$ cat config.mk
export PLATFORM = sky130hd
export DESIGN_NAME = tcpwm_top
export DESIGN_NICKNAME = d
export VERILOG_FILES = /design/src/tcpwm_top.v
export VERILOG_INCLUDE_DIRS = /design/src
export SDC_FILE = /design/constraint.sdc
export NUM_CORES = 1
export LEC_CHECK = 0
export BUFFER_PORTS_ARGS = -buffer_cell sky130_fd_sc_hd__buf_2
export CORE_UTILIZATION = 62
export CTS_CLUSTER_SIZE = 10
export DETAILED_ROUTE_END_ITERATION = 16
export HOLD_SLACK_MARGIN = 0.05
export PLACE_DENSITY = 0.83
export SYNTH_ARGS = -nofsm -noshare
export SYNTH_HDL_FRONTEND = slang
export SYNTH_SLANG_ARGS = --single-unit
$ cat constraint.sdc
create_clock -name hclk -period 4.5 [get_ports hclk]
set_input_delay 0.9 -clock hclk [delete_from_list [all_inputs] [get_ports hclk]]
set_output_delay 0.9 -clock hclk [all_outputs]
set_load 0.01 [all_outputs]
$ cat src/tcpwm_regs.vh
`ifndef TCPWM_REGS_VH
`define TCPWM_REGS_VH

// register byte offsets inside one instance window
`define TCPWM_OFF_CTRL 5'h00
`define TCPWM_OFF_PERIOD 5'h04
`define TCPWM_OFF_COMPARE 5'h08
`define TCPWM_OFF_COUNT 5'h0C
`define TCPWM_OFF_CAPTURE 5'h10
`define TCPWM_OFF_DEADBAND 5'h14
`define TCPWM_OFF_INT_STATUS 5'h18
`define TCPWM_OFF_INT_MASK 5'h1C

// instance window: haddr[6:5] selects the instance, haddr[11:7] must be zero
`define TCPWM_CH_LSB 5
`define TCPWM_CH_MSB 6

// control register fields
`define TCPWM_CTRL_W 11
`define TCPWM_CTRL_ENABLE 0
`define TCPWM_CTRL_MODE_LSB 1
`define TCPWM_CTRL_MODE_MSB 2
`define TCPWM_CTRL_REL_LSB 3
`define TCPWM_CTRL_REL_MSB 5
`define TCPWM_CTRL_CLK_LSB 6
`define TCPWM_CTRL_CLK_MSB 7
`define TCPWM_CTRL_COMPL 8
`define TCPWM_CTRL_RUNNING 10

// modes
`define TCPWM_MODE_FREE 2'h0
`define TCPWM_MODE_ONESHOT 2'h1
`define TCPWM_MODE_GATED 2'h2

// comparator relations
`define TCPWM_REL_LESS 3'h0
`define TCPWM_REL_LESS_OR_EQUAL 3'h1
`define TCPWM_REL_MATCH_SAME 3'h2
`define TCPWM_REL_GREATER_OR_SAME 3'h3
`define TCPWM_REL_GREATER 3'h4

// clock sources
`define TCPWM_CLK_SYS 2'h0
`define TCPWM_CLK_DIV4 2'h1
`define TCPWM_CLK_DIV16 2'h2
`define TCPWM_CLK_EXT 2'h3

// interrupt status bits
`define TCPWM_INT_TC 0
`define TCPWM_INT_CMP 1
`define TCPWM_INT_CAP 2

// reset values
`define TCPWM_RST_CTRL 10'h000
`define TCPWM_RST_PERIOD 16'hFFFF
`define TCPWM_RST_COMPARE 16'h8000
`define TCPWM_RST_DEADBAND 8'h00
`define TCPWM_RST_MASK 3'h0

`endif

$ cat src/tcpwm_top.v
// What this block does
// - Each instance holds a 16-bit counter that only counts down.
// - Four identical instances each drive a compare output, a terminal count output and an interrupt line.
// - Each instance can drive a complementary PWM pair with a deadband gap, the complement being optional.
// - Each instance runs free, runs one period, or counts only under an external enable input.
// - In one-shot mode the counter reloads the period at the end of its period and then halts instead of going on.
// - In gated mode the counter decrements only in cycles where the enable input is high and holds otherwise.
// - Each instance takes counter reset, capture and kill inputs, and kill forces the compare outputs inactive.
// - A capture event latches the full 16-bit counter value into the capture register.
// - The comparator asserts its output for a selectable relation: less, less-or-equal, equal, greater-or-equal, greater.
// - The counter loads the period value on start, on reset and at terminal count.
// - The interrupt can be raised by terminal count, compare true or capture, each source selectable.
// - Each instance takes its counting clock from one of several selectable sources.
`timescale 1ns/1ps
`include "tcpwm_regs.vh"

module tcpwm_top (
	// clock and reset
	input wire hclk,
	input wire hresetn,
	// ahb-lite slave
	input wire hsel,
	input wire [31:0] haddr,
	input wire [1:0] htrans,
	input wire hwrite,
	input wire [2:0] hsize,
	input wire hready,
	input wire [31:0] hwdata,
	output wire [31:0] hrdata,
	output wire hreadyout,
	output wire hresp,
	// routing inputs, one bit per instance, asynchronous
	input wire [3:0] ext_clk_in,
	input wire [3:0] count_en_in,
	input wire [3:0] cnt_reset_in,
	input wire [3:0] capture_in,
	input wire [3:0] kill_in,
	// routing outputs, one bit per instance
	output wire [3:0] compare_out,
	output wire [3:0] compare_n_out,
	output wire [3:0] tc_out,
	output wire [3:0] irq_out
);

	function sel_hit;
		input [11:0] addr;
		input [31:0] ch;
		input [4:0] off;
		begin
			sel_hit = (addr[11:7] == 5'h00) && (addr[`TCPWM_CH_MSB:`TCPWM_CH_LSB] == ch[1:0]) &&
				(addr[4:0] == off);
		end
	endfunction

	function rel_true;
		input [15:0] cnt;
		input [15:0] cmp;
		input [2:0] rel;
		begin
			case (rel)
				`TCPWM_REL_LESS: rel_true = cnt < cmp;
				`TCPWM_REL_LESS_OR_EQUAL: rel_true = cnt <= cmp;
				`TCPWM_REL_MATCH_SAME: rel_true = cnt == cmp;
				`TCPWM_REL_GREATER_OR_SAME: rel_true = cnt >= cmp;
				`TCPWM_REL_GREATER: rel_true = cnt > cmp;
				default: rel_true = 1'b0;
			endcase
		end
	endfunction

	// bus state
	reg wr_q;
	reg [11:0] waddr_q;
	reg [31:0] hrdata_q;
	reg [31:0] rd_d;
	wire addr_phase = hsel && hready && htrans[1];

	// exported per-instance state for the read mux
	wire [`TCPWM_CTRL_W-1:0] ctrl_w [0:3];
	wire [15:0] per_w [0:3];
	wire [15:0] cmpv_w [0:3];
	wire [15:0] cnt_w [0:3];
	wire [15:0] cap_w [0:3];
	wire [7:0] db_w [0:3];
	wire [2:0] st_w [0:3];
	wire [2:0] msk_w [0:3];

	// input synchronisers and edge history
	reg [3:0] ext_s1_q, ext_s2_q, ext_p_q;
	reg [3:0] en_s1_q, en_s2_q;
	reg [3:0] rst_s1_q, rst_s2_q, rst_p_q;
	reg [3:0] cap_s1_q, cap_s2_q, cap_p_q;
	reg [3:0] kill_s1_q, kill_s2_q;
	reg [3:0] presc_q;

	always @(posedge hclk or negedge hresetn) begin
		if (!hresetn) begin
			ext_s1_q <= 4'h0;
			ext_s2_q <= 4'h0;
			ext_p_q <= 4'h0;
			en_s1_q <= 4'h0;
			en_s2_q <= 4'h0;
			rst_s1_q <= 4'h0;
			rst_s2_q <= 4'h0;
			rst_p_q <= 4'h0;
			cap_s1_q <= 4'h0;
			cap_s2_q <= 4'h0;
			cap_p_q <= 4'h0;
			kill_s1_q <= 4'h0;
			kill_s2_q <= 4'h0;
			presc_q <= 4'h0;
		end else begin
			ext_s1_q <= ext_clk_in;
			ext_s2_q <= ext_s1_q;
			ext_p_q <= ext_s2_q;
			en_s1_q <= count_en_in;
			en_s2_q <= en_s1_q;
			rst_s1_q <= cnt_reset_in;
			rst_s2_q <= rst_s1_q;
			rst_p_q <= rst_s2_q;
			cap_s1_q <= capture_in;
			cap_s2_q <= cap_s1_q;
			cap_p_q <= cap_s2_q;
			kill_s1_q <= kill_in;
			kill_s2_q <= kill_s1_q;
			presc_q <= presc_q + 4'h1;
		end
	end

	// shared divided rates as one-cycle enables
	wire tick_div4 = (presc_q[1:0] == 2'h3);
	wire tick_div16 = (presc_q == 4'hF);

	// ahb-lite: zero wait states, read data captured at the address phase
	always @(posedge hclk or negedge hresetn) begin
		if (!hresetn) begin
			wr_q <= 1'b0;
			waddr_q <= 12'h000;
			hrdata_q <= 32'h00000000;
		end else begin
			wr_q <= addr_phase && hwrite;
			if (addr_phase) begin
				waddr_q <= haddr[11:0];
			end
			if (addr_phase && !hwrite) begin
				hrdata_q <= rd_d;
			end
		end
	end

	always @* begin
		rd_d = 32'h00000000;
		if (haddr[11:7] == 5'h00) begin
			case (haddr[4:0])
				`TCPWM_OFF_CTRL: rd_d = {21'h000000, ctrl_w[haddr[6:5]]};
				`TCPWM_OFF_PERIOD: rd_d = {16'h0000, per_w[haddr[6:5]]};
				`TCPWM_OFF_COMPARE: rd_d = {16'h0000, cmpv_w[haddr[6:5]]};
				`TCPWM_OFF_COUNT: rd_d = {16'h0000, cnt_w[haddr[6:5]]};
				`TCPWM_OFF_CAPTURE: rd_d = {16'h0000, cap_w[haddr[6:5]]};
				`TCPWM_OFF_DEADBAND: rd_d = {24'h000000, db_w[haddr[6:5]]};
				`TCPWM_OFF_INT_STATUS: rd_d = {29'h00000000, st_w[haddr[6:5]]};
				`TCPWM_OFF_INT_MASK: rd_d = {29'h00000000, msk_w[haddr[6:5]]};
				default: rd_d = 32'h00000000;
			endcase
		end
	end

	assign hrdata = hrdata_q;
	assign hreadyout = 1'b1;
	assign hresp = 1'b0;

	genvar i;
	generate
		for (i = 0; i < 4; i = i + 1) begin : g_ch
			// counter control states, one-hot
			localparam [2:0] ST_IDLE = 3'h1;
			localparam [2:0] ST_RUN = 3'h2;
			localparam [2:0] ST_HALT = 3'h4;
			reg [9:0] ctrl_q;
			reg [15:0] per_q, cmpv_q, cnt_q, cap_q;
			reg [7:0] db_q, dbc_q;
			reg [2:0] st_q, msk_q;
			reg [2:0] state_q, state_d;
			reg en_p_q, raw_q, tc_q, p_q, n_q, irq_q;
			reg tick;
			wire [1:0] mode = ctrl_q[`TCPWM_CTRL_MODE_MSB:`TCPWM_CTRL_MODE_LSB];
			wire enable = ctrl_q[`TCPWM_CTRL_ENABLE];
			wire start = enable && !en_p_q;
			wire rst_ev = rst_s2_q[i] && !rst_p_q[i];
			wire cap_ev = cap_s2_q[i] && !cap_p_q[i];
			wire cnt_ok;
			wire at_zero = (cnt_q == 16'h0000);
			wire raw_d;
			wire [2:0] ev;
			wire [2:0] clr;
			wire running = (state_q == ST_RUN);
			// one write strobe per writable register of this instance
			wire wr_ctrl = wr_q && sel_hit(waddr_q, i, `TCPWM_OFF_CTRL);
			wire wr_per = wr_q && sel_hit(waddr_q, i, `TCPWM_OFF_PERIOD);
			wire wr_cmp = wr_q && sel_hit(waddr_q, i, `TCPWM_OFF_COMPARE);
			wire wr_db = wr_q && sel_hit(waddr_q, i, `TCPWM_OFF_DEADBAND);
			wire wr_msk = wr_q && sel_hit(waddr_q, i, `TCPWM_OFF_INT_MASK);
			wire wr_st = wr_q && sel_hit(waddr_q, i, `TCPWM_OFF_INT_STATUS);

			always @* begin
				case (ctrl_q[`TCPWM_CTRL_CLK_MSB:`TCPWM_CTRL_CLK_LSB])
					`TCPWM_CLK_SYS: tick = 1'b1;
					`TCPWM_CLK_DIV4: tick = tick_div4;
					`TCPWM_CLK_DIV16: tick = tick_div16;
					`TCPWM_CLK_EXT: tick = ext_s2_q[i] && !ext_p_q[i];
					default: tick = 1'b0;
				endcase
			end

			// gated mode needs the enable input as well
			assign cnt_ok = running && enable && tick && (mode != `TCPWM_MODE_GATED || en_s2_q[i]);
			assign raw_d = rel_true(cnt_q, cmpv_q, ctrl_q[`TCPWM_CTRL_REL_MSB:`TCPWM_CTRL_REL_LSB]);
			assign ev = {cap_ev, raw_d && !raw_q, cnt_ok && at_zero};
			assign clr = wr_st ? hwdata[2:0] : 3'h0;

			// stopped while disabled; a one-shot halts at the end of its period until restarted
			always @* begin
				case (state_q)
					ST_IDLE: begin
						state_d = start ? ST_RUN : ST_IDLE;
					end
					ST_RUN: begin
						if (!enable) begin
							state_d = ST_IDLE;
						end else if (cnt_ok && at_zero && !rst_ev && mode == `TCPWM_MODE_ONESHOT) begin
							state_d = ST_HALT;
						end else begin
							state_d = ST_RUN;
						end
					end
					ST_HALT: begin
						if (!enable) begin
							state_d = ST_IDLE;
						end else if (rst_ev) begin
							state_d = ST_RUN;
						end else begin
							state_d = ST_HALT;
						end
					end
					default: begin
						state_d = ST_IDLE;
					end
				endcase
			end

			always @(posedge hclk or negedge hresetn) begin
				if (!hresetn) begin
					ctrl_q <= `TCPWM_RST_CTRL;
					per_q <= `TCPWM_RST_PERIOD;
					cmpv_q <= `TCPWM_RST_COMPARE;
					db_q <= `TCPWM_RST_DEADBAND;
					msk_q <= `TCPWM_RST_MASK;
					st_q <= 3'h0;
					irq_q <= 1'b0;
				end else begin
					if (wr_ctrl) begin
						ctrl_q <= hwdata[9:0];
					end
					if (wr_per) begin
						per_q <= hwdata[15:0];
					end
					if (wr_cmp) begin
						cmpv_q <= hwdata[15:0];
					end
					if (wr_db) begin
						db_q <= hwdata[7:0];
					end
					if (wr_msk) begin
						msk_q <= hwdata[2:0];
					end
					// an event in the clearing cycle survives
					st_q <= (st_q & ~clr) | ev;
					// registered so the interrupt line has no combinational path
					irq_q <= |(st_q & msk_q);
				end
			end

			always @(posedge hclk or negedge hresetn) begin
				if (!hresetn) begin
					cnt_q <= `TCPWM_RST_PERIOD;
					cap_q <= 16'h0000;
					state_q <= ST_IDLE;
					en_p_q <= 1'b0;
					tc_q <= 1'b0;
				end else begin
					en_p_q <= enable;
					state_q <= state_d;
					tc_q <= cnt_ok && at_zero;
					if (cap_ev) begin
						cap_q <= cnt_q;
					end
					if (enable && (start || rst_ev)) begin
						cnt_q <= per_q;
					end else if (cnt_ok) begin
						if (at_zero) begin
							cnt_q <= per_q;
						end else begin
							cnt_q <= cnt_q - 16'h0001;
						end
					end
				end
			end

			// deadband: both outputs off for db_q + 1 cycles after each compare edge
			always @(posedge hclk or negedge hresetn) begin
				if (!hresetn) begin
					raw_q <= 1'b0;
					dbc_q <= 8'h00;
					p_q <= 1'b0;
					n_q <= 1'b0;
				end else begin
					raw_q <= raw_d;
					if (raw_d != raw_q) begin
						dbc_q <= db_q;
					end else if (dbc_q != 8'h00) begin
						dbc_q <= dbc_q - 8'h01;
					end
					if (kill_s2_q[i]) begin
						p_q <= 1'b0;
						n_q <= 1'b0;
					end else begin
						p_q <= raw_q && (dbc_q == 8'h00) && (raw_d == raw_q);
						n_q <= !raw_q && (dbc_q == 8'h00) && (raw_d == raw_q) &&
							ctrl_q[`TCPWM_CTRL_COMPL];
					end
				end
			end

			assign ctrl_w[i] = {running, 1'b0, ctrl_q[8:0]};
			assign per_w[i] = per_q;
			assign cmpv_w[i] = cmpv_q;
			assign cnt_w[i] = cnt_q;
			assign cap_w[i] = cap_q;
			assign db_w[i] = db_q;
			assign st_w[i] = st_q;
			assign msk_w[i] = msk_q;
			assign compare_out[i] = p_q;
			assign compare_n_out[i] = n_q;
			assign tc_out[i] = tc_q;
			assign irq_out[i] = irq_q;
		end
	endgenerate

endmodule // tcpwm_top

==> results of run 1 <==
## state kept, by name, indices dropped and copies added (netlist names), 12 cells and up
name / cells
g_ch.msk_q: 12
g_ch.db_q: 32
hrdata: 16
g_ch.cap_q: 64
waddr_q: 12
g_ch.dbc_q: 32
g_ch.state_q: 12
g_ch.ctrl_q: 36
g_ch.cmpv_q: 64
g_ch.st_q: 12
g_ch.per_q: 64
g_ch.cnt_q: 64
## routing by layer
layer  global-route usage  vias to the layer above  wire (um)
met5                    0                        -         47
met4               0.1925                        6       4296
met3               0.1325                      260       9815
met2               0.5417                     1165      33730
met1               0.5017                     9695      29580
li1                     -                     8125          -
## cell families after synthesis
group | after synthesis | share of synthesized area
AND/OR/NAND/NOR | 527 | 0.1111
flip-flops | 501 | 0.4927
AO/OA/AOI/OAI | 385 | 0.1017
multiplexers | 376 | 0.2008
buffers and inverters | 263 | 0.04550
adder cells (fa/ha/maj) | 77 | 0.03735
XOR/XNOR | 31 | 0.01053
other | 2 | 0.0002912
## cells in the final DEF, fill, tap and decap left out, types with 24 or more instances in the layout
master,count
ha_1,77
a21oi_1,72
a22oi_1,40
buf_4,44
buf_2,82
nand3_1,52
mux2_2,251
inv_1,125
dfrtp_1,365
dfstp_2,136
nor2_1,100
nor3b_1,24
mux4_2,88
clkbuf_1,45
nor3_1,44
nand2_1,126
mux2i_1,36
a211oi_1,25
clkbuf_16,56
o21ai_0,92
nand4_1,29
## through the flow
stage / hold WS [ns] / instances / utilization / total power [mW]
global route: 0.3506 / 2811 / 0.6932 / 13.27
floorplan: 0.3312 / 2178 / - / 7.580
finish: 0.3453 / 2814 / 0.6933 / 12.80
global placement: 0.3327 / 2706 / 0.6533 / 8.395
detailed placement: 0.3347 / 2706 / 0.6533 / 8.548
CTS: 0.3471 / 2811 / 0.6932 / 12.75
## area by class of cell
| type | instances | area share |
|---|---|---|
| Inverter | 125 | 0.01654 |
| Multi-Input combinational cell | 1414 | 0.4228 |
| Sequential cell | 501 | 0.4478 |
| Timing Repair Buffer | 134 | 0.03157 |
| Clock buffer | 102 | 0.05583 |
| Tap cell | 532 | 0.02346 |
| Antenna cell | 3 | 0.0002646 |
| Clock inverter | 3 | 0.001676 |
## power groups by stage
stage	combinational, mW	clock [mW]	sequential, mW
final	2.75	4.20	5.85
after global routing	2.96	4.41	5.90
after global placement	2.55	0	5.84
after detailed placement	2.67	0	5.88
after CTS	2.71	4.23	5.81
after floorplan	1.99	0	5.59
## final timing paths
path,from,end,slack [ns],cells after the start
min in group hclk,ext_s1_q[1]$_DFF_PN0_,ext_s2_q[1]$_DFF_PN0_,0.35,0
min,hresetn,kill_s1_q[0]$_DFF_PN0_,0.35,1
max,g_ch[3].cnt_q[7]$_DFFE_PN1P_,g_ch[3].p_q$_DFF_PN0_,0.62,9
min reg2reg,ext_s1_q[1]$_DFF_PN0_,ext_s2_q[1]$_DFF_PN0_,0.35,0
max in group asynchronous,hresetn,g_ch[1].per_q[2]$_DFFE_PN1P_,3.02,2
max reg2reg,g_ch[3].cnt_q[7]$_DFFE_PN1P_,g_ch[3].p_q$_DFF_PN0_,0.62,9
## Yosys cell counts (8+ instances only)
master       n  area, um2
buf_2       25      125.1
o2bb2ai_1   14      122.6
a211oi_1    25      187.7
nor3b_1     25      187.7
and4_1       9      78.83
mux2i_1     36      360.4
or4_1        8      60.06
a21o_1      13      97.59
a21oi_1     72      360.4
nand3_1     52      260.3
clkbuf_1    68      255.2
inv_1      125      469.2
ha_1        77      963.4
mux4_2      88       1982
buf_4       35      262.8
nor4_1      20      125.1
dfstp_2    136       3573
nor3_1      45      225.2
a22oi_1     40      300.3
nand2b_1    16      100.1
dfrtp_1    365       9134
xor2_1      12      105.1
or3_1       17      106.4
nand4_1     29      181.4
a22o_1      21      183.9
nor2_1     100      375.4
a221oi_1     8      70.07
mux2_2     251       2826
xnor2_1     19      166.4
nand2_1    126      473.0
nor2b_1     22      137.6
o211ai_1    13      97.59
o22ai_1      9      56.30
o21ai_0     92      460.4
## critical path, delay by kind of cell (launching register included)
kind	cells	cell delay (ns)
AOI/OAI and AO/OA	4	1.79
adders and majority gates	2	0.79
DFF	1	0.64
and+or+nand+nor	2	0.44
buffers and inverters	1	0.12
==> flow_summary.html, run 1 <==
<table>
<tr><th>Metric</th><th>Value</th></tr>
<tr><th colspan="2">Placed design</th></tr>
<tr><td>Count of input and output buffers</td><td>85</td></tr>
<tr><td>DP Wirelength</td><td>54710 um</td></tr>
<tr><td>Weighted congestion at the end of routability-driven global placement</td><td>1.039</td></tr>
<tr><td>Post-DP Area</td><td>26740 um2</td></tr>
<tr><td>Pre-CTS setup slack</td><td>0.7893 ns</td></tr>
<tr><th colspan="2">Power</th></tr>
<tr><td>Clock network fraction of design power</td><td>0.328</td></tr>
<tr><td>IR drop worst, VDD</td><td>0.0003036 V</td></tr>
<tr><td>Lkg Pwr</td><td>12.15 nW</td></tr>
<tr><td>Internal cell power</td><td>8.776 mW</td></tr>
<tr><td>NetSw</td><td>4.027 mW</td></tr>
<tr><td>Power density normalized to cell area</td><td>451.2 nW/um2</td></tr>
<tr><td>Switching part of the total power</td><td>0.3145</td></tr>
<tr><td>Part of the total power dissipated in combinational logic</td><td>0.215</td></tr>
<tr><td>Power share of the sequential group</td><td>0.457</td></tr>
<tr><th colspan="2">Timing</th></tr>
<tr><td>Final worst-path cycle share</td><td>0.8621</td></tr>
<tr><td>Crit path time final</td><td>3.879 ns</td></tr>
<tr><td>Unrepaired setup endpoints after global routing</td><td>no</td></tr>
<tr><td>Sum of negative setup slack</td><td>0 ns</td></tr>
<tr><td>Final count of pins violating max slew</td><td>0</td></tr>
<tr><td>Final setup skew</td><td>0.03298 ns</td></tr>
<tr><td>Setup WS post-layout</td><td>0.6207 ns</td></tr>
<tr><td>Slew headroom</td><td>0.1075</td></tr>
<tr><td>Final Hold Fails</td><td>0</td></tr>
<tr><td>Endpoints failing setup</td><td>0</td></tr>
<tr><td>Worst Max-Slew Pin Slew</td><td>1.335 ns</td></tr>
<tr><td>FMAX</td><td>0.2578 GHz</td></tr>
<tr><th colspan="2">CTS</th></tr>
<tr><td>H-tree depth</td><td>2</td></tr>
<tr><td>Latest clock arrival within the worst-skew pair</td><td>0.63 ns</td></tr>
<tr><td>Clock sink count</td><td>501</td></tr>
<tr><td>Post-CTS setup-driven buffer insertion count</td><td>0</td></tr>
<tr><td>Clock transition at the registers of the reported paths</td><td>0.06 ns</td></tr>
<tr><td>Master cell of the clock root buffer</td><td>clkbuf_16</td></tr>
<tr><td>Number of buffers inserted during clock tree synthesis</td><td>56</td></tr>
<tr><td>Clock tree from TritonCTS</td><td>yes</td></tr>
<tr><td>Post-CTS Resized</td><td>0</td></tr>
<tr><td>Hold buffer count at CTS</td><td>0</td></tr>
<tr><td>Buffer levels on the longest clock path</td><td>3</td></tr>
<tr><th colspan="2">Global routing</th></tr>
<tr><td>Global-route wire length before repair</td><td>116400 um</td></tr>
<tr><td>GRT Resource Usage Total</td><td>0.3756</td></tr>
<tr><td>Number of antenna violations at the first check in global routing</td><td>6</td></tr>
<tr><td>Vias in the first global route</td><td>19.03k</td></tr>
<tr><td>Residual overflow from global routing</td><td>0</td></tr>
<tr><td>Pin count of the biggest net entering global routing</td><td>115</td></tr>
<tr><th colspan="2">Synth</th></tr>
<tr><td>Yosys warning total</td><td>0</td></tr>
<tr><td>Summed instance area of the synthesized netlist</td><td>25790 um2</td></tr>
<tr><td>Count of flip-flops with a built-in enable after synthesis</td><td>0</td></tr>
<tr><td>Netlist cell types</td><td>89</td></tr>
<tr><td>Mean cell area of the mapped netlist</td><td>11.93 um2</td></tr>
<tr><td>Sequential element share of the synthesized area</td><td>0.4927</td></tr>
<tr><td>Count of mapped cells out of synthesis</td><td>2162</td></tr>
<tr><td>Fraction of registers with async set/reset</td><td>1.000</td></tr>
<tr><td>Register bit count reported by yosys</td><td>501</td></tr>
<tr><td>Primary FF master, synth</td><td>dfrtp_1</td></tr>
<tr><th colspan="2">Setup path</th></tr>
<tr><td>Sort of element at the start of the critical path</td><td>register</td></tr>
<tr><td>Peak per-stage delay on the critical path</td><td>0.83 ns</td></tr>
<tr><td>Most prevalent standard cell on the critical path</td><td>ha_1</td></tr>
<tr><td>Critical path capture point type</td><td>register</td></tr>
<tr><td>Critical path data required time</td><td>5.02 ns</td></tr>
<tr><td>Largest fanout on the critical path</td><td>15</td></tr>
<tr><td>Critical path's slowest cell</td><td>a221oi_1</td></tr>
<tr><td>Cell chain of the critical path</td><td>ha_1 -&gt; a21oi_1 -&gt; o21ai_0 -&gt; a221oi_1 -&gt; nand3_1 -&gt; o311ai_0 -&gt; ha_1 -&gt; inv_1 -&gt; nor4_1</td></tr>
<tr><td>Worst setup path category</td><td>register to register</td></tr>
<tr><td>WP data arrival</td><td>4.39 ns</td></tr>
<tr><th colspan="2">Detailed routing</th></tr>
<tr><td>Detailed Route WL</td><td>77470 um</td></tr>
<tr><td>Number of optimization iterations in the first detailed-route pass</td><td>6</td></tr>
<tr><td>Routed len/inst</td><td>27.53 um</td></tr>
<tr><td>1st-iter DRT viols</td><td>2298</td></tr>
<tr><td>Detailed-route vias per instance</td><td>6.841</td></tr>
<tr><td>Post-DRT Antenna Nets</td><td>0</td></tr>
<tr><td>Via total after detailed routing</td><td>19.25k</td></tr>
<tr><td>Count of unresolved DRC violations after routing</td><td>0</td></tr>
<tr><th colspan="2">Worst hold path</th></tr>
<tr><td>Type of the tightest min-delay check</td><td>primary input to async pin</td></tr>
<tr><th colspan="2">Floorplan</th></tr>
<tr><td>Initial Util</td><td>0.6302</td></tr>
<tr><td>Die Width</td><td>206.0 um</td></tr>
<tr><td>Die Y</td><td>206.0 um</td></tr>
<tr><td>Area of the die</td><td>42420 um2</td></tr>
<tr><td>Core ar.</td><td>40920 um2</td></tr>
<tr><td>Number of I/O pins</td><td>144</td></tr>
<tr><td>Standard-cell row count</td><td>74</td></tr>
<tr><th colspan="2">Layout</th></tr>
<tr><td>Final-stage net count</td><td>2403</td></tr>
<tr><td>Seq. cell area</td><td>12710 um2</td></tr>
<tr><td>Fraction of layout instances using a drive strength above 1</td><td>0.3067</td></tr>
<tr><td>Final cell area excluding filler cells</td><td>28370 um2</td></tr>
<tr><td>Count of fill cells added during filler insertion</td><td>2858</td></tr>
<tr><td>Area Growth Syn to Fin</td><td>10.02%</td></tr>
<tr><td>Multi-input gate area in the final layout</td><td>12000 um2</td></tr>
<tr><th colspan="2">Flow run</th></tr>
<tr><td>Number of maximum-capacitance constraint violations</td><td>0</td></tr>
<tr><th colspan="2">Status</th></tr>
<tr><td>Run status</td><td>completed</td></tr>
</table>
No activity file was read; power rests on OpenSTA's default activity.
==> inputs of run 2 (changes only) <==
- CELL_PAD_IN_SITES_DETAIL_PLACEMENT: not set -> 0
- CELL_PAD_IN_SITES_GLOBAL_PLACEMENT: not set -> 1
- CORE_UTILIZATION: 62 -> 50
- PLACE_DENSITY: 0.83 -> 0.82
==> flow_summary.html, run 2 (synthesized netlist as in run 1, its figures left out) <==
<table>
<tr><th>Metric</th><th>Value</th></tr>
<tr><th colspan="2">Global routing</th></tr>
<tr><td>Number of antenna violations at the first check in global routing</td><td>3 (was 6)</td></tr>
<tr><td>Vias in the first global route</td><td>18.96k (was 19.03k)</td></tr>
<tr><td>Global-route wire length before repair</td><td>119800 um (was 116400 um)</td></tr>
<tr><td>Residual overflow from global routing</td><td>0 (unchanged)</td></tr>
<tr><td>Pin count of the biggest net entering global routing</td><td>106 (was 115)</td></tr>
<tr><td>GRT Resource Usage Total</td><td>0.3047 (was 0.3756)</td></tr>
<tr><th colspan="2">Floorplan</th></tr>
<tr><td>Core ar.</td><td>50480 um2 (was 40920 um2)</td></tr>
<tr><td>Area of the die</td><td>52490 um2 (was 42420 um2)</td></tr>
<tr><td>Standard-cell row count</td><td>82 (was 74)</td></tr>
<tr><td>Number of I/O pins</td><td>144 (unchanged)</td></tr>
<tr><td>Die Y</td><td>229.1 um (was 206.0 um)</td></tr>
<tr><td>Initial Util</td><td>0.5109 (was 0.6302)</td></tr>
<tr><td>Die Width</td><td>229.1 um (was 206.0 um)</td></tr>
<tr><th colspan="2">Power</th></tr>
<tr><td>IR drop worst, VDD</td><td>0.0003125 V (was 0.0003036 V)</td></tr>
<tr><td>Lkg Pwr</td><td>12.23 nW (was 12.15 nW)</td></tr>
<tr><td>NetSw</td><td>3.975 mW (was 4.027 mW)</td></tr>
<tr><td>Switching part of the total power</td><td>0.3062 (was 0.3145)</td></tr>
<tr><td>Power density normalized to cell area</td><td>452.3 nW/um2 (was 451.2 nW/um2)</td></tr>
<tr><td>Clock network fraction of design power</td><td>0.343 (was 0.328)</td></tr>
<tr><td>Power share of the sequential group</td><td>0.451 (was 0.457)</td></tr>
<tr><td>Part of the total power dissipated in combinational logic</td><td>0.206 (was 0.215)</td></tr>
<tr><td>Internal cell power</td><td>9.007 mW (was 8.776 mW)</td></tr>
<tr><th colspan="2">Timing</th></tr>
<tr><td>Crit path time final</td><td>3.562 ns (was 3.879 ns)</td></tr>
<tr><td>Unrepaired setup endpoints after global routing</td><td>no (unchanged)</td></tr>
<tr><td>Slew headroom</td><td>0.2252 (was 0.1075)</td></tr>
<tr><td>Endpoints failing setup</td><td>0 (unchanged)</td></tr>
<tr><td>Worst hold margin</td><td>0.2589 ns (was 0.3453 ns)</td></tr>
<tr><td>Worst Max-Slew Pin Slew</td><td>1.160 ns (was 1.335 ns)</td></tr>
<tr><td>FMAX</td><td>0.2808 GHz (was 0.2578 GHz)</td></tr>
<tr><td>Sum of negative setup slack</td><td>0 ns (unchanged)</td></tr>
<tr><td>Final setup skew</td><td>0.02398 ns (was 0.03298 ns)</td></tr>
<tr><td>Final worst-path cycle share</td><td>0.7915 (was 0.8621)</td></tr>
<tr><td>Final count of pins violating max slew</td><td>0 (unchanged)</td></tr>
<tr><td>Final Hold Fails</td><td>0 (unchanged)</td></tr>
<tr><th colspan="2">CTS</th></tr>
<tr><td>Latest clock arrival within the worst-skew pair</td><td>0.63 ns (about the same)</td></tr>
<tr><td>Post-CTS Resized</td><td>0 (unchanged)</td></tr>
<tr><td>H-tree depth</td><td>2 (unchanged)</td></tr>
<tr><td>Clock transition at the registers of the reported paths</td><td>0.06 ns (about the same)</td></tr>
<tr><td>Clock sink count</td><td>501 (unchanged)</td></tr>
<tr><td>Master cell of the clock root buffer</td><td>clkbuf_16 (unchanged)</td></tr>
<tr><td>Number of buffers inserted during clock tree synthesis</td><td>58 (was 56)</td></tr>
<tr><td>Post-CTS setup-driven buffer insertion count</td><td>0 (unchanged)</td></tr>
<tr><td>Buffer levels on the longest clock path</td><td>3 (unchanged)</td></tr>
<tr><td>Hold buffer count at CTS</td><td>0 (unchanged)</td></tr>
<tr><td>Clock tree from TritonCTS</td><td>yes (unchanged)</td></tr>
<tr><th colspan="2">Layout</th></tr>
<tr><td>Most common cell after layout, fill and taps aside</td><td>dfrtp_1 (unchanged)</td></tr>
<tr><td>Fraction of layout instances using a drive strength above 1</td><td>0.3119 (was 0.3067)</td></tr>
<tr><td>Final-stage net count</td><td>2410 (was 2403)</td></tr>
<tr><td>Leading cell types in the layout, fill and taps excluded</td><td>365 x dfrtp_1, 251 x mux2_2, 136 x dfstp_2 (unchanged)</td></tr>
<tr><td>Count of fill cells added during filler insertion</td><td>4172 (was 2858)</td></tr>
<tr><td>Area Growth Syn to Fin</td><td>11.28% (was 10.02%)</td></tr>
<tr><th colspan="2">Detailed routing</th></tr>
<tr><td>Number of optimization iterations in the first detailed-route pass</td><td>6 (unchanged)</td></tr>
<tr><td>Via total after detailed routing</td><td>18.76k (was 19.25k)</td></tr>
<tr><td>Routed len/inst</td><td>26.48 um (was 27.53 um)</td></tr>
<tr><td>Post-DRT Antenna Nets</td><td>0 (unchanged)</td></tr>
<tr><td>Met2 layer wire length in the routed design</td><td>35120 um (was 33730 um)</td></tr>
<tr><td>1st-iter DRT viols</td><td>1856 (was 2298)</td></tr>
<tr><td>Detailed route wirelength on metal3</td><td>7307 um (was 9815 um)</td></tr>
<tr><td>Met1 wire length</td><td>33260 um (was 29580 um)</td></tr>
<tr><td>Count of unresolved DRC violations after routing</td><td>0 (unchanged)</td></tr>
<tr><td>Detailed Route WL</td><td>78420 um (was 77470 um)</td></tr>
<tr><td>Uppermost signal routing layer after detailed routing</td><td>met5 (unchanged)</td></tr>
<tr><td>Detailed-route vias per instance</td><td>6.333 (was 6.841)</td></tr>
<tr><th colspan="2">Setup path</th></tr>
<tr><td>Sort of element at the start of the critical path</td><td>register (unchanged)</td></tr>
<tr><td>Critical path data required time</td><td>5.03 ns (was 5.02 ns)</td></tr>
<tr><td>WP data arrival</td><td>4.09 ns (was 4.39 ns)</td></tr>
<tr><td>Largest fanout on the critical path</td><td>10 (was 15)</td></tr>
<tr><td>Worst setup path category</td><td>register to register (unchanged)</td></tr>
<tr><td>Critical path capture point type</td><td>register (unchanged)</td></tr>
<tr><th colspan="2">Flow run</th></tr>
<tr><td>Number of maximum-capacitance constraint violations</td><td>0 (unchanged)</td></tr>
<tr><th colspan="2">Placed design</th></tr>
<tr><td>Count of input and output buffers</td><td>85 (unchanged)</td></tr>
<tr><td>DP Wirelength</td><td>56380 um (was 54710 um)</td></tr>
<tr><td>Weighted congestion at the end of routability-driven global placement</td><td>0.9599 (was 1.039)</td></tr>
<tr><th colspan="2">Status</th></tr>
<tr><td>Run status</td><td>completed (unchanged)</td></tr>
<tr><th colspan="2">Worst hold path</th></tr>
<tr><td>Type of the tightest min-delay check</td><td>primary input to async pin (unchanged)</td></tr>
</table>
run 2: changes by cell type in the layout (fill, tap and decap cells not counted), sizes merged:
cell	change
diode	-2
buf	+5
bufinv	+1
clkinv	+2
clkbuf	+4
inv	-2
run 2: worst paths after layout:
path / cells past startpoint / endpoint / slack (ns) / from
setup / recovery: 10 / g_ch[1].n_q$_DFF_PN0_ / 0.94 / g_ch[1].cnt_q[7]$_DFFE_PN1P_
hold / removal: 1 / g_ch[1].irq_q$_DFF_PN0_ / 0.26 / hresetn
setup reg to reg: 10 / g_ch[1].n_q$_DFF_PN0_ / 0.94 / g_ch[1].cnt_q[7]$_DFFE_PN1P_
hold reg to reg: 0 / kill_s2_q[3]$_DFF_PN0_ / 0.35 / kill_s1_q[3]$_DFF_PN0_
max in group asynchronous: 2 / g_ch[3].dbc_q[0]$_DFFE_PN0P_ / 3.19 / hresetn
min in group hclk: 0 / kill_s2_q[3]$_DFF_PN0_ / 0.35 / kill_s1_q[3]$_DFF_PN0_
run 2: worst max-delay path, cell delays in order, from the launching register on:
cell and delay [ns]:
dfstp_2 0.65, ha_1 0.30, a21oi_1 0.15, o21ai_0 0.19, a221oi_1 0.78, a32o_1 0.28
nand3_1 0.14, ha_1 0.33, nor4b_2 0.18, buf_4 0.21, nor4bb_1 0.26
run 2: metal layers:
| layer | vias to the layer above | GRT usage |
|---|---|---|
| li1 | 8129 | - |
| met1 | 9710 | 0.4240 |
| met2 | 781 | 0.4632 |
| met3 | 134 | 0.07794 |
| met4 | 4 | 0.1056 |
| met5 | - | 0 |
run 2: cell type report:
type | instances | area, um2 | area share
diodes | 1 | 2.502 | 0.00008719
inverters | 125 | 469.2 | 0.01635
flip-flops and latches | 501 | 12710 | 0.4427
clock inverters | 4 | 67.56 | 0.002354
repair buffers | 139 | 908.4 | 0.03165
clock buffers | 106 | 1703 | 0.05933
multi-input cells | 1414 | 12000 | 0.4182
well taps | 672 | 840.8 | 0.02930
run 2: through the flow:
stage | power [mW] | setup WS, ns | std cells | cell area (um2) | util
finish | 12.98 | 0.9383 | 2962 | 28700 | 0.5686
global placement | 8.406 | 0.9713 | 2851 | 26930 | 0.5335
floorplan | 7.580 | 1.302 | 2178 | 25850 | -
detailed placement | 8.522 | 0.9536 | 2851 | 26930 | 0.5335
CTS | 12.99 | 0.9549 | 2961 | 28700 | 0.5685
global route | 13.55 | 0.7327 | 2961 | 28700 | 0.5685
run 2: power by group through the flow:
| stage | logic (mW) | registers, mW | clock network (mW) |
|---|---|---|---|
| 2_1_floorplan | 1.99 | 5.59 | 0 |
| 3_3_place_gp | 2.55 | 5.86 | 0 |
| 3_5_place_dp | 2.63 | 5.89 | 0 |
| 4_1_cts | 2.65 | 5.82 | 4.52 |
| 5_1_grt | 2.94 | 5.92 | 4.70 |
| 6_report | 2.67 | 5.85 | 4.45 |
